$ cat config.mk
export PLATFORM = sky130hd
export DESIGN_NAME = difr_regs
export DESIGN_NICKNAME = d
export VERILOG_FILES = /design/src/logic/difr_pkg.sv /design/src/logic/difr_avg_decode.sv /design/src/logic/difr_regs.sv
export VERILOG_INCLUDE_DIRS = /design/src /design/src/logic
export SDC_FILE = /design/constraint.sdc
export NUM_CORES = 1
export LEC_CHECK = 0
export BUFFER_PORTS_ARGS = -buffer_cell sky130_fd_sc_hd__buf_2
export CORE_ASPECT_RATIO = 1.2
export CORE_MARGIN = 10
export CORE_UTILIZATION = 47
export DETAILED_ROUTE_END_ITERATION = 10
export GPL_TIMING_DRIVEN = 0
export PLACE_DENSITY = 0.74
export SYNTH_ARGS = -nofsm -noshare
export SYNTH_HDL_FRONTEND = slang
export SYNTH_SLANG_ARGS = --single-unit
export TNS_END_PERCENT = 5
$ cat constraint.sdc
create_clock -name clock -period 1.39 [get_ports clock]
set_clock_uncertainty 0.1 [all_clocks]
set_input_delay 0.139 -clock clock [delete_from_list [all_inputs] [get_ports clock]]
set_output_delay 0.139 -clock clock [all_outputs]
set_load 0.02 [all_outputs]
$ cat src/logic/difr_map.svh
/*
 Register offsets, reset values and field widths of the
 ideality / averaging / identification register slice.
 Assumes an 8-bit register address and 8-bit data path.
*/
`ifndef DIFR_MAP_SVH
`define DIFR_MAP_SVH

// Register offsets
`define DIFR_ADDR_IDEALITY 8'h27
`define DIFR_ADDR_AVERAGE  8'h40
`define DIFR_ADDR_PART_ID  8'hfd
`define DIFR_ADDR_MAKER_ID 8'hfe
`define DIFR_ADDR_DIE_REV  8'hff

// Reset values
`define DIFR_RST_IDEALITY  6'h12
`define DIFR_RST_AVERAGE   2'h0

// Field widths
`define DIFR_IDEAL_W       6
`define DIFR_AVG_W         2

// Valid ideality code span
`define DIFR_IDEAL_MIN     6'h08
`define DIFR_IDEAL_MAX     6'h37

`endif

$ cat src/logic/difr_pkg.sv
/*
 Types shared by the register slice.
 Assumes difr_map.svh is compiled alongside.
*/
`default_nettype none

package difr_pkg;

    // Averaging strength seen by the external channel filter
    typedef enum logic [1:0]
    {
        DIFR_AVG_OFF,
        DIFR_AVG_LVL1,
        DIFR_AVG_LVL2
    } difr_avg_t;

endpackage

`default_nettype wire

$ cat src/logic/difr_avg_decode.sv
/*
 Decoder from the two-bit averaging field to the filter level.
 Assumes a combinational use on the same clock as the caller.
*/
`timescale 1ns/1ps
`default_nettype none

module difr_avg_decode
(
    input  wire logic [1:0]        field,
    output difr_pkg::difr_avg_t    level
);

    // 01 and 10 share the first level
    always_comb
    begin
        unique case (field)
            2'h0:    level = difr_pkg::DIFR_AVG_OFF;
            2'h1:    level = difr_pkg::DIFR_AVG_LVL1;
            2'h2:    level = difr_pkg::DIFR_AVG_LVL1;
            2'h3:    level = difr_pkg::DIFR_AVG_LVL2;
        endcase
    end

endmodule

`default_nettype wire

$ cat src/logic/difr_regs.sv
/*
 Ideality, averaging and identification registers of a
 two-channel temperature monitor.
 Assumes a serial-port engine on the same clock that presents
 one-cycle write and read strobes with an 8-bit register address.
*/
`timescale 1ns/1ps
`default_nettype none
`include "difr_map.svh"

module difr_regs
#(
    parameter logic [7:0] PART_ID  = 8'ha1, // Arbitrary value
    parameter logic [7:0] MAKER_ID = 8'hb2, // Arbitrary value
    parameter logic [7:0] DIE_REV  = 8'h01  // Arbitrary value
)
(
    input  wire logic              clock,
    input  wire logic              reset,
    input  wire logic [7:0]        reg_addr,
    input  wire logic              reg_wr,
    input  wire logic [7:0]        reg_wdata,
    input  wire logic              reg_rd,
    output logic [7:0]             reg_rdata,
    output logic                   reg_rvalid,
    output logic [5:0]             ideality_code,
    output logic                   ideality_valid,
    output difr_pkg::difr_avg_t    filter_level
);

    ////////////////////////////////////////////////////////////////
    // Storage
    logic [5:0]           ideal_r;   // Ideality code
    logic [1:0]           avg_r;     // Averaging field
    difr_pkg::difr_avg_t  level_nxt; // Decoded filter level

    ////////////////////////////////////////////////////////////////
    // Helpers

    // Read mux; unused bits and holes read as zero
    function automatic logic [7:0] rd_mux(input logic [7:0] a,
                                          input logic [5:0] ic,
                                          input logic [1:0] av);
        unique case (a)
            `DIFR_ADDR_IDEALITY: rd_mux = {2'h0, ic};
            `DIFR_ADDR_AVERAGE:  rd_mux = {6'h00, av};
            `DIFR_ADDR_PART_ID:  rd_mux = PART_ID;
            `DIFR_ADDR_MAKER_ID: rd_mux = MAKER_ID;
            `DIFR_ADDR_DIE_REV:  rd_mux = DIE_REV;
            default:             rd_mux = 8'h00;
        endcase
    endfunction

    // Code lies in the defined factor table
    function automatic logic code_ok(input logic [5:0] c);
        code_ok = (c >= `DIFR_IDEAL_MIN) && (c <= `DIFR_IDEAL_MAX);
    endfunction

    ////////////////////////////////////////////////////////////////
    // Ideality register
    always_ff @(posedge clock)
    begin
        if (reset)
        begin
            ideal_r <= `DIFR_RST_IDEALITY;
        end
        else if (reg_wr && reg_addr == `DIFR_ADDR_IDEALITY)
        begin
            // Upper two bits dropped, kept zero
            ideal_r <= reg_wdata[5:0];
        end
    end

    // Averaging register
    always_ff @(posedge clock)
    begin
        if (reset)
        begin
            avg_r <= `DIFR_RST_AVERAGE;
        end
        else if (reg_wr && reg_addr == `DIFR_ADDR_AVERAGE)
        begin
            avg_r <= reg_wdata[1:0];
        end
    end
    // Identifier writes decode to nothing: accepted, no effect.

    ////////////////////////////////////////////////////////////////
    // Read port: data one cycle after the strobe
    always_ff @(posedge clock)
    begin
        if (reset)
        begin
            reg_rdata  <= 8'h00;
            reg_rvalid <= 1'h0;
        end
        else
        begin
            reg_rvalid <= reg_rd;
            if (reg_rd)
            begin
                reg_rdata <= rd_mux(reg_addr, ideal_r, avg_r);
            end
        end
    end

    ////////////////////////////////////////////////////////////////
    // Outputs toward conversion engine and filter
    difr_avg_decode u_difr_avg_decode
    (
        .field (avg_r),
        .level (level_nxt)
    );

    // Registered copies so every output leaves a flip-flop
    always_ff @(posedge clock)
    begin
        if (reset)
        begin
            ideality_code  <= `DIFR_RST_IDEALITY;
            ideality_valid <= 1'h1;
            filter_level   <= difr_pkg::DIFR_AVG_OFF;
        end
        else
        begin
            // Engine looks factor up; out-of-table codes flagged
            ideality_code  <= ideal_r;
            ideality_valid <= code_ok(ideal_r);
            filter_level   <= level_nxt;
        end
    end

    ////////////////////////////////////////////////////////////////
    // Checks
    chk_ideal_write: assert property (@(posedge clock) disable iff (reset)
        reg_wr && reg_addr == `DIFR_ADDR_IDEALITY |=> ##1
        ideality_code == $past(reg_wdata[5:0], 2))
        else $error("ideality code not written");

    chk_ideal_range: assert property (@(posedge clock) disable iff (reset)
        ideality_valid == (ideality_code >= `DIFR_IDEAL_MIN &&
                           ideality_code <= `DIFR_IDEAL_MAX))
        else $error("ideality range flag wrong");

    chk_avg_level: assert property (@(posedge clock) disable iff (reset)
        reg_wr && reg_addr == `DIFR_ADDR_AVERAGE && reg_wdata[1:0] == 2'h3
        |=> ##1 filter_level == difr_pkg::DIFR_AVG_LVL2)
        else $error("averaging level two not selected");

    chk_avg_off: assert property (@(posedge clock) disable iff (reset)
        reg_wr && reg_addr == `DIFR_ADDR_AVERAGE && reg_wdata[1:0] == 2'h0
        |=> ##1 filter_level == difr_pkg::DIFR_AVG_OFF)
        else $error("averaging not disabled");

    chk_avg_read: assert property (@(posedge clock) disable iff (reset)
        reg_rd && reg_addr == `DIFR_ADDR_AVERAGE |=> reg_rvalid && reg_rdata[7:2] == 6'h00)
        else $error("averaging upper bits not zero");

    chk_part_id: assert property (@(posedge clock) disable iff (reset)
        reg_rd && reg_addr == `DIFR_ADDR_PART_ID |=> reg_rdata == PART_ID)
        else $error("part identifier wrong");

    chk_maker_id: assert property (@(posedge clock) disable iff (reset)
        reg_rd && reg_addr == `DIFR_ADDR_MAKER_ID |=> reg_rdata == MAKER_ID)
        else $error("maker identifier wrong");

    chk_die_rev: assert property (@(posedge clock) disable iff (reset)
        reg_rd && reg_addr == `DIFR_ADDR_DIE_REV |=> reg_rdata == DIE_REV)
        else $error("die revision wrong");

    chk_ideal_upper: assert property (@(posedge clock) disable iff (reset)
        reg_rd && reg_addr == `DIFR_ADDR_IDEALITY |=> reg_rdata[7:6] == 2'h0)
        else $error("ideality upper bits not zero");

    // Middle code pair must share the first level, not fall to off
    chk_avg_lvl1: assert property (@(posedge clock) disable iff (reset)
        reg_wr && reg_addr == `DIFR_ADDR_AVERAGE &&
        (reg_wdata[1:0] == 2'h1 || reg_wdata[1:0] == 2'h2)
        |=> ##1 filter_level == difr_pkg::DIFR_AVG_LVL1)
        else $error("averaging level one not selected");

    // Defaults on every release of reset, mid-run ones included
    chk_reset_outs: assert property (@(posedge clock)
        $fell(reset) |-> ideality_code == `DIFR_RST_IDEALITY && ideality_valid &&
        filter_level == difr_pkg::DIFR_AVG_OFF && !reg_rvalid)
        else $error("outputs not at defaults after reset");

    chk_reset_regs: assert property (@(posedge clock)
        $fell(reset) |-> avg_r == `DIFR_RST_AVERAGE && ideal_r == `DIFR_RST_IDEALITY)
        else $error("registers not at defaults after reset");

    // Read strobe answered by exactly one valid pulse
    chk_rvalid_pulse: assert property (@(posedge clock) disable iff (reset)
        reg_rd |=> reg_rvalid)
        else $error("read not answered");

    chk_rvalid_quiet: assert property (@(posedge clock) disable iff (reset)
        !reg_rd |=> !reg_rvalid)
        else $error("valid without a read");

    // Identifier writes must leave the writable registers alone
    chk_id_write_ign: assert property (@(posedge clock) disable iff (reset)
        reg_wr && reg_addr >= `DIFR_ADDR_PART_ID |=> $stable(ideal_r) && $stable(avg_r))
        else $error("identifier write disturbed a register");

    // Registers only move on a write to their own address
    chk_ideal_hold: assert property (@(posedge clock) disable iff (reset)
        !(reg_wr && reg_addr == `DIFR_ADDR_IDEALITY) |=> $stable(ideal_r))
        else $error("ideality code changed without a write");

    chk_avg_hold: assert property (@(posedge clock) disable iff (reset)
        !(reg_wr && reg_addr == `DIFR_ADDR_AVERAGE) |=> $stable(avg_r))
        else $error("averaging field changed without a write");

endmodule

`default_nettype wire

After elaboration in Yosys (flattened, before gate mapping):

Cells that the tools add are included.

* $lt $le $gt $ge: 2
* muxes and demuxes: 2
* reduce and logical (&&, ||, !) cells: 5
* eq/ne operators: 8

Operator list (count)
* $pmux W8 S5: 1
* $eq A8 B8 Y1 const B: 3
* $eq A8 B6 Y1 const B: 1
* $eq A8 B7 Y1 const B: 1
* $ge A6 B4 Y1 const B: 1
* $le A6 B6 Y1 const B: 1
* $pmux W2 S3: 1
* $eq A2 B2 Y1 const B: 2
* $logic_and A1 B1 Y1: 3
* $eq A2 B1 Y1 const B: 1
* $logic_not A2 Y1: 1
* $reduce_or A2 Y1: 1

* bits in registers: 26
* word-level logic and storage cells: 24

Logic depth before layout (Yosys ltp):

Gate-level depths: netlist (run 1).

* depth after elaboration: 3
* gate-level depth with buffers: 5
* depth with buffers taken out: 4

By module:

From an unflattened synthesis (run 1), not the netlist that was laid out.

* cells, all modules: 101
* area total of the unflattened synthesis: 1018.5 um2

By module, submodules not included
* difr_regs: instances 1, area an instance 1006.0 um2, seq. area each 500.5 um2, cells each 100
* difr_avg_decode: instances 1, area an instance 12.5 um2, seq. area each 0.0 um2, cells each 1

Worst setup path after synthesis (run 1):

No wires, ideal clock.

* path type: input to register
* start: input reg_addr[2]
* end: register reg_rdata[4]
* buffers on the path: 1
* stages: 5
* arrival: 950 ps
* setup time: 145 ps
* slack: 195 ps
* data required time: 1145 ps
* cells stage by stage: and3_1 and3_1 buf_4 nor3_4 a311oi_2

* word-level cells in the longest chain between the ends: 2

Ends and longest elaborated chain
* start: declaration: RTL line difr_regs.sv:20 `input wire logic [7:0] reg_addr,`
* $eq A8 B8 Y1, or another cell as far along: RTL line difr_regs.sv:44 `unique case (a)`
* $pmux W8 S5 *: RTL line difr_regs.sv:44
* end signal: assignment: RTL line difr_regs.sv:102 `reg_rdata <= rd_mux(reg_addr, ideal_r, avg_r);`
* end: declaration: RTL line difr_regs.sv:24 `output logic [7:0] reg_rdata,`

Every way passes the cells marked *; elsewhere a longest branch is shown, timed or not.
A chain may end at the register's enable or synchronous reset.

Final worst setup path (run 1):

* start: register ideal_r[0]
* end: register reg_rdata[0]

* word-level cells in the longest chain between the ends: 1

Ends and longest elaborated chain
* start: declaration: RTL line difr_regs.sv:33 `logic [5:0] ideal_r;`
* start signal: assignment: RTL line difr_regs.sv:65 `` ideal_r <= `DIFR_RST_IDEALITY; ``
* start signal: assignment: RTL line difr_regs.sv:70 `ideal_r <= reg_wdata[5:0];`
* $pmux W8 S5: RTL line difr_regs.sv:44

No other way between the ends.

==> out/metrics.csv, run 1 <==
metric,value,unit
status,finished clean,
die_area,4547,um^2
die_y,71.90,um
grt_max_degree,16,
slew_headroom,64.46,%
netlist_top_cells_count,"25 x dfxtp_1, 11 x nor2_1, 11 x nor2b_1",
vias,924,
synth-adder-area-share,1.186,%
final_area,1353,um^2
cts-root-buf,clkbuf_4,
syn_avg_cell_area,9.766,um^2
min_period,1.205,ns
yosys.area.top_type,dfxtp_1,
cts_tree,yes,
io_buffer_count,34,
synth_area_leaders,"dfxtp_1 47%, nor2b_1 6.5%, mux2i_1 4.7%",
core_area,2095,um^2
grt_pass1_wl,4.291,mm
synthMostInstantiatedCell,dfxtp_1,
first_pass_iters,4,
overflow,0,
drt-initial-drc-count,22,
die_w,63.25,um
clkTransAtPathRegs,0.14,ns
synth_fp_nets,129,
finalHoldViolations,0,
power_density,866.2,nW/um^2
synth_cells,108,
clk_latency,0.31,ns
cp.required,1.52,ns
finalCritPeriodShare,86.68,%
start_util,50.36,%
finalSetupViolations,0,
clock-sinks,25,
crit_path_top_delay_cell,dfxtp_1,
ant_nets,0,
max_freq,830.0,MHz
n_antenna_cell,0,
place_congestion,0.8560,
synth_top_area_share,47.45,%
ys_ff_latch,25,
post_dp_cell_area,1262,um^2
antenna_found_initial,0,
drive_above_1_share,33.55,%
pre_cts_ws,-0.06131,ns
fin_hold_ws,0.04118,ns
critical_path_class,reg -> reg,
crit_path_end_kind,register,
leakage,0.5867,nW
ir_worst_vdd,697.6,uV
max-cap-violations,0,
synthMuxAreaShare,4.745,%
cp.arrival,1.33,ns
path_cells,"nand3_1, a21bo_2, a2111oi_4",
synthFlopType,dfxtp_1,
drc,0,
synth_simple_gate_area_share,27.52,%
synth_edf_count,0,
worst-path-max-fanout,3,
ys_seq_area_share,47.45,%
layout.nets,174,
cpPeakStageDelay,0.38,ns
finalWorstSetupSlack,0.1852,ns
finalWirelength,2.411,mm
io_pins,38,
worst_pin_slew,0.5331,ns
fp-row-count,18,
first_global_vias,968,
numCtsBuffers,3,
yosys.area_share.xor_xnor,0.8304,%
synth_top_family_by_area,simple AND/OR/NAND/NOR gates,
grt.total_usage,11.17,%
syn_area,1055,um^2
maxSlewViolCount,0,
fin_tns_setup,0,ns
area_delta_synth_final,28.23,%
synth-compound-area-share,15.07,%
yosysWarnings,0,
cts-root-to-sink-buffers,2,
netlist-cell-type-count,31,
hpwl,1.919,mm
cp-start-kind,register,
h-tree-depth,1,
async_flop_share,0,%
holdCritPathClass,in -> reg,
wire_per_inst,13.25,um
rsz0062_at_grt,false,
viasPerCell,5.077,
-- worst paths after layout --
path / startpoint / endpoint / slack, ns / cells after the start
worst max-delay path: ideal_r[0] / reg_rdata[0] / 0.19 / 3
worst min-delay path: reg_wr / avg_r[0] / 0.04 / 3
worst max register to register: ideal_r[0] / reg_rdata[0] / 0.19 / 3
worst min register to register: reg_rdata[3] / reg_rdata[3] / 0.38 / 2
-- worst max-delay path: cells and delay by family (launching register included) --
| family | cells | cell delay (ns) |
|---|---|---|
| flops | 1 | 0.38 |
| compound gates | 2 | 0.56 |
| simple gates | 1 | 0.08 |
-- area by class of cell --
type	count	area [um^2]
Tap cell	30	37.54
Timing Repair Buffer	40	230.2
Sequential cell	25	500.5
Fill cell	189	742.0
Inverter	1	3.754
Multi-Input combinational cell	77	524.3
Clock buffer	3	22.52
Buffer	5	26.28
Clock inverter	1	7.507
-- layout by cell type, fill, tap and decap left out --
master	instances
nor3_1	2
buf_2	34
mux2i_1	5
a32oi_1	1
nor4b_2	1
and3_2	1
a21bo_2	1
conb_1	1
clkbuf_4	3
or2_2	2
nor3_4	2
and3_1	3
ha_1	1
nand2_1	4
xnor2_1	1
nor2_1	11
nand3_1	6
dlygate4sd3_1	6
a2111oi_4	1
a211oi_2	1
a21oi_1	9
a311oi_2	1
a211oi_1	1
nand4_1	3
nand2b_1	2
clkinvlp_4	1
dfxtp_1	25
clkbuf_1	3
o21ai_1	2
inv_1	1
o21ai_0	2
nor2b_1	11
nor3b_1	1
buf_4	2
o31ai_2	1
-- sequential cells by signal, indices dropped and copies added, names as in the netlist --
signal,cells
ideality_code,6
avg_r,2
ideality_valid,1
filter_level,2
ideal_r,6
reg_rdata,7
reg_rvalid,1
-- per-layer routing --
| metal | vias up | routed length [um] | global-route usage (%) |
|---|---|---|---|
| met3 | 8 | 164 | 3.533 |
| met2 | 31 | 1115 | 17.85 |
| li1 | 470 | - | - |
| met1 | 415 | 1056 | 13.45 |
| met4 | 0 | 74 | 5.109 |
| met5 | - | 0 | 0 |
-- report_power, final --
part           total (W)  internal, W  switching (W)
sequential      0.000724     0.000722     0.00000229
combinational   0.000120    0.0000527      0.0000677
clock           0.000327     0.000110       0.000218
-- kinds of logic (layout without fill, tap and decap cells) --
kind of cell    Yosys count  count (layout)
compound gates           20              20
xor+xnor                  1               1
fa+ha+maj                 1               1
buf+inv                   6              50
flops                    25              25
mux                       5               5
other cells               1               1
simple gates             49              49
-- metrics by stage --
| stage | utilization (%) | std cells | total power, W |
|---|---|---|---|
| after floorplan | - | 108 | 0.0007957 |
| after global placement | 60.27 | 172 | 0.0008446 |
| after detailed placement | 60.27 | 172 | 0.0008475 |
| after CTS | 64.58 | 182 | 0.001180 |
| after global routing | 64.58 | 182 | 0.001225 |
| final | 64.58 | 182 | 0.001172 |
-- repair_timing --
item / in CTS / in global routing
setup buffers: 0 / 0
hold buffers: 6 / 0
hold endpoints to repair: 8 / 0
resized for setup: 0 / 0
(Power assumes the default switching activity.)
==> run 2, diff against run 1 <==
Settings changed: ABC_AREA set to 1.
==> run 2 against run 1 <==
Compared with the run above: via count increased by 5.5%; sequential power about the same; largest power group unchanged; clock power shrank 2%; utilization shrank 0.18 points; global-route usage shrank 0.12 points; highest routed layer unchanged; final cell count is 16% higher; synthesized area down 0.59%; fmax fell by 2.9%; critical path depth is 3 higher; sequential share of layout area up 0.10 points; die area is 0.42% lower.
==> out/metrics.csv, run 2 <==
metric,value,unit
max-cap-violations,0,
leakage,0.6618,nW
clkTransAtPathRegs,0.13,ns
critical_path_class,in -> reg,
die_w,63.12,um
ir_worst_vdd,604.0,uV
drc,0,
wire_per_inst,11.53,um
final_cell_mix,"34 x buf_2, 29 x nand2_1, 25 x dfxtp_1",
rsz0062_at_grt,false,
synth_area_leaders,"dfxtp_1 48%, nand2_1 10%, inv_1 6.4%",
drive_above_1_share,28.73,%
largest_register_ffs,7,
fillers,200,
netlist_top_cells_count,"29 x nand2_1, 25 x dfxtp_1, 18 x inv_1",
first_pass_iters,4,
async_flop_share,0,%
max_freq,805.8,MHz
clock-sinks,25,
fp-row-count,18,
grt_pass1_wl,4.140,mm
top_register,reg_rdata,
yosys.area.top_type,dfxtp_1,
layout.nets,203,
finalSetupViolations,0,
synth_fp_nets,158,
synthMostInstantiatedCell,nand2_1,
n_antenna_cell,0,
syn_avg_cell_area,7.653,um^2
cpPeakStageDelay,0.53,ns
first_global_vias,998,
grt.total_usage,11.06,%
min_period,1.241,ns
core_area,2095,um^2
cp.arrival,1.36,ns
crit_path_end_kind,register,
cts-root-buf,clkbuf_4,
cp.required,1.51,ns
synth_cells,137,
regArea,500.5,um^2
cts_tree,yes,
io_pins,38,
synth_top_area_share,47.73,%
io_buffer_count,33,
start_util,50.06,%
finalHoldViolations,0,
vias,975,
syn_area,1049,um^2
finalCritPeriodShare,89.28,%
multi_input_area,449.2,um^2
final_common_cell,buf_2,
ant_nets,0,
die_area,4528,um^2
postCtsSetupBuffers,0,
grt_max_degree,15,
fin_util,64.40,%
cts-root-to-sink-buffers,2,
finalWirelength,2.432,mm
reg_top3,"reg_rdata: 7 flops, ideal_r: 6 flops, ideality_code: 6 flops",
synthFlopType,dfxtp_1,
hpwl,1.910,mm
clk_latency,0.32,ns
yosysWarnings,0,
maxSlewViolCount,0,
crit_path_top_delay_cell,dlygate4sd3_1,
netlist-cell-type-count,26,
path_cells,"dlygate4sd3_1, buf_2, inv_1, nand2_1, nor3_1, a31oi_1",
ys_seq_area_share,47.73,%
fin_tns_setup,0,ns
worst-path-max-fanout,9,
cp-start-kind,primary input,
status,finished clean,
place_congestion,0.8093,
power_density,868.9,nW/um^2
drt-initial-drc-count,23,
area_delta_synth_final,28.64,%
synth_edf_count,0,
holdCritPathClass,in -> reg,
ys_ff_latch,25,
antenna_found_initial,0,
viasPerCell,4.621,
h-tree-depth,1,
overflow,0,
die_y,71.74,um
numCtsBuffers,3,
run 2: changes by cell type in the layout (fill, tap and decap cells not counted), moves of 4 or more:
cell	previous run	this run
inv_1	1	18
mux2i_1	5	0
nand2_1	4	29
nand3_1	6	10
nor2_1	11	15
nor2b_1	11	0
run 2: area by class of cell:
cell class / count / area share, %
clock inverter: 1 / 0.3711
tap: 30 / 2.783
inverter: 20 / 6.122
clock buffer: 3 / 1.670
multi-input combinational: 89 / 33.30
timing repair buffer: 40 / 17.44
buffer: 3 / 1.206
sequential: 25 / 37.11
run 2: kinds of logic (layout without fill, tap and decap cells):
group,count (synthesis),count (layout),synth area share (%)
and+or+nand+nor,63,63,27.92
DFF,25,25,47.73
buffers and inverters,23,67,9.427
other,1,1,0.3577
adders and majority gates,1,1,1.193
AOI/OAI and AO/OA,24,24,13.37
run 2: path summary, 6_finish.rpt:
kind                startpoint          endpoint  slack (ns)  cells past startpoint
setup / recovery         reset    ideality_valid        0.15                      6
hold / removal    reg_wdata[5]        ideal_r[5]      0.0009                      3
setup reg to reg      avg_r[0]   filter_level[0]        0.44                      3
hold reg to reg     ideal_r[2]  ideality_code[2]        0.37                      2
run 2: stage by stage:
stage / instance area, um^2 / hold slack, ns / setup WS [ns] / cells / total power (W)
final: 1349 / 0.0008591 / 0.1490 / 211 / 0.001172
after global routing: 1349 / 0.01243 / 0.08489 / 211 / 0.001232
after CTS: 1349 / 0.005262 / 0.1468 / 211 / 0.001181
after detailed placement: 1251 / 0.2607 / 0.1751 / 200 / 0.0008520
after global placement: 1251 / 0.2590 / 0.2133 / 200 / 0.0008471
after floorplan: 1049 / 0.1199 / 0.4000 / 137 / 0.0008010
run 2: repair_timing:
action	in CTS	in global routing
hold endpoints to repair	11	0
gates resized for setup	0	0
hold buffers	7	0
run 2: where the power goes:
group          switching [W]  internal (W)  leakage (nW)  total (W)
Clock               0.000213      0.000108        0.0177   0.000321
Combinational      0.0000730     0.0000520         0.442   0.000125
Sequential        0.00000271      0.000723         0.202   0.000726
run 2: worst max-delay path, delay by kind of cell:
kind,cells,cell delay (ns)
simple gates,2,0.26
compound gates,1,0.06
buf+inv,3,0.91
run 2: metal layers:
layer  up-vias  share of wire [%]  GRT usage [%]
li1        513                  -              -
met1       431                 41          10.27
met2        26                 50          20.79
met3         5                7.3          3.733
met4         0                1.9          5.970
met5         -                  0              0
==> run 3, diff against run 2 <==
Settings changed: HOLD_SLACK_MARGIN set to 0.15.
==> run 3 against run 2 <==
Compared with the run above: sequential power about the same; total power up 1.6%; fmax down 9.2%; wire length up 6.8%; register-to-register slack worse by 0.30 ns; critical path type unchanged.
==> out/metrics.csv, run 3 (same netlist as run 2, synthesis figures left out) <==
metric,value,unit
cts_tree,yes,
final_common_cell,buf_2,
cp.required,1.50,ns
ant_nets,0,
cts-root-to-sink-buffers,2,
dp_cells,200,
io_buffer_count,33,
slew_headroom,65.76,%
crit_path_end_kind,register,
grt.total_usage,11.73,%
start_util,50.06,%
n_antenna_cell,0,
grt_pass1_wl,4.422,mm
min_period,1.367,ns
post_dp_cell_area,1251,um^2
finalCritPeriodShare,98.34,%
crit_path_frequent_cell,dlygate4sd3_1,
core_area,2095,um^2
fp-row-count,18,
finalWirelength,2.598,mm
fin_hold_ws,0.05594,ns
place_congestion,0.8093,
leakage,0.7075,nW
drive_above_1_share,29.79,%
overflow,0,
clk_latency,0.33,ns
cp-start-kind,primary input,
finalSetupViolations,0,
first_pass_iters,4,
die_y,71.74,um
clock-sinks,25,
final_area,1438,um^2
ir_worst_vdd,627.3,uV
io_pins,38,
antenna_found_initial,0,
max_freq,731.5,MHz
reg_top3,"reg_rdata: 7 flops, ideal_r: 6 flops, ideality_code: 6 flops",
hpwl,1.910,mm
vias,1014,
wire_per_inst,11.92,um
path_cells,"dlygate4sd3_1, buf_2, nand3_1, dlygate4sd3_1, a21oi_1",
drc,0,
die_w,63.12,um
max-cap-violations,0,
cts-root-buf,clkbuf_4,
cpPeakStageDelay,0.55,ns
critical_path_class,in -> reg,
layout.nets,210,
h-tree-depth,1,
rsz0062_at_grt,true,
holdCritPathClass,in -> reg,
cts_hold_buf,15,
fin_util,68.64,%
largest_register_ffs,7,
final_cells,218,
numCtsBuffers,3,
viasPerCell,4.651,
status,finished clean,
maxSlewViolCount,0,
worst_pin_slew,0.5137,ns
crit_path_top_delay_cell,dlygate4sd3_1,
clkTransAtPathRegs,0.13,ns
drt-initial-drc-count,34,
top_register,reg_rdata,
final_cell_mix,"34 x buf_2, 29 x nand2_1, 25 x dfxtp_1",
fin_tns_setup,0,ns
die_area,4528,um^2
worst-path-max-fanout,2,
first_global_vias,1059,
finalHoldViolations,0,
postCtsSetupBuffers,0,
power_density,828.4,nW/um^2
grt_max_degree,15,
area_delta_synth_final,37.11,%
cp.arrival,1.47,ns
## run 3: what timing repair did
| item | 4_1_cts | 5_1_grt |
|---|---|---|
| hold endpoints to repair | 19 | 4 |
| gates resized for setup | 0 | 6 |
| endpoints found under the setup margin | 0 | 5 |
## run 3: path summary, 6_finish.rpt
kind	slack, ns	end	depth (start not counted)	startpoint
setup / recovery	0.02	avg_r[0]	5	reg_wdata[0]
hold reg to reg	0.37	ideality_code[2]	2	ideal_r[2]
setup reg to reg	0.14	ideal_r[1]	3	ideal_r[1]
hold / removal	0.06	avg_r[1]	3	reg_wr
## run 3: critical path, delay by kind of cell
family                 cells  cell delay (ns)
buffers and inverters      3             1.20
and+or+nand+nor            1             0.07
AOI/OAI and AO/OA          1             0.06
## run 3: metrics by stage
step / setup slack (ns) / total power (W)
final: 0.02302 / 0.001191
after global routing: -0.02550 / 0.001245
after CTS: 0.009702 / 0.001188
after detailed placement: 0.1751 / 0.0008520
after global placement: 0.2133 / 0.0008471
after floorplan: 0.4000 / 0.0008010
## run 3: where the power goes
part | leakage (nW) | switching [W] | internal (W)
clock network | 0.0177 | 0.000220 | 0.000108
logic | 0.487 | 0.0000782 | 0.0000586
registers | 0.202 | 0.00000278 | 0.000723
total | 0.708 | 0.000301 | 0.000890
## run 3: cell type report
| class | instances | area [um^2] |
|---|---|---|
| Buffer | 3 | 16.27 |
| Timing Repair Buffer | 47 | 307.8 |
| Clock inverter | 1 | 5.005 |
| Sequential cell | 25 | 500.5 |
| Fill cell | 185 | 656.9 |
| Tap cell | 30 | 37.54 |
| Clock buffer | 3 | 22.52 |
| Inverter | 20 | 82.58 |
| Multi-Input combinational cell | 89 | 465.4 |
## run 3: layer usage
| metal | global-route usage, % | wire length [um] | vias to the layer above |
|---|---|---|---|
| met5 | 0 | 0 | - |
| met4 | 5.970 | 48 | 0 |
| met3 | 3.888 | 187 | 5 |
| met2 | 21.47 | 1305 | 30 |
| met1 | 11.52 | 1055 | 450 |
| li1 | - | - | 529 |
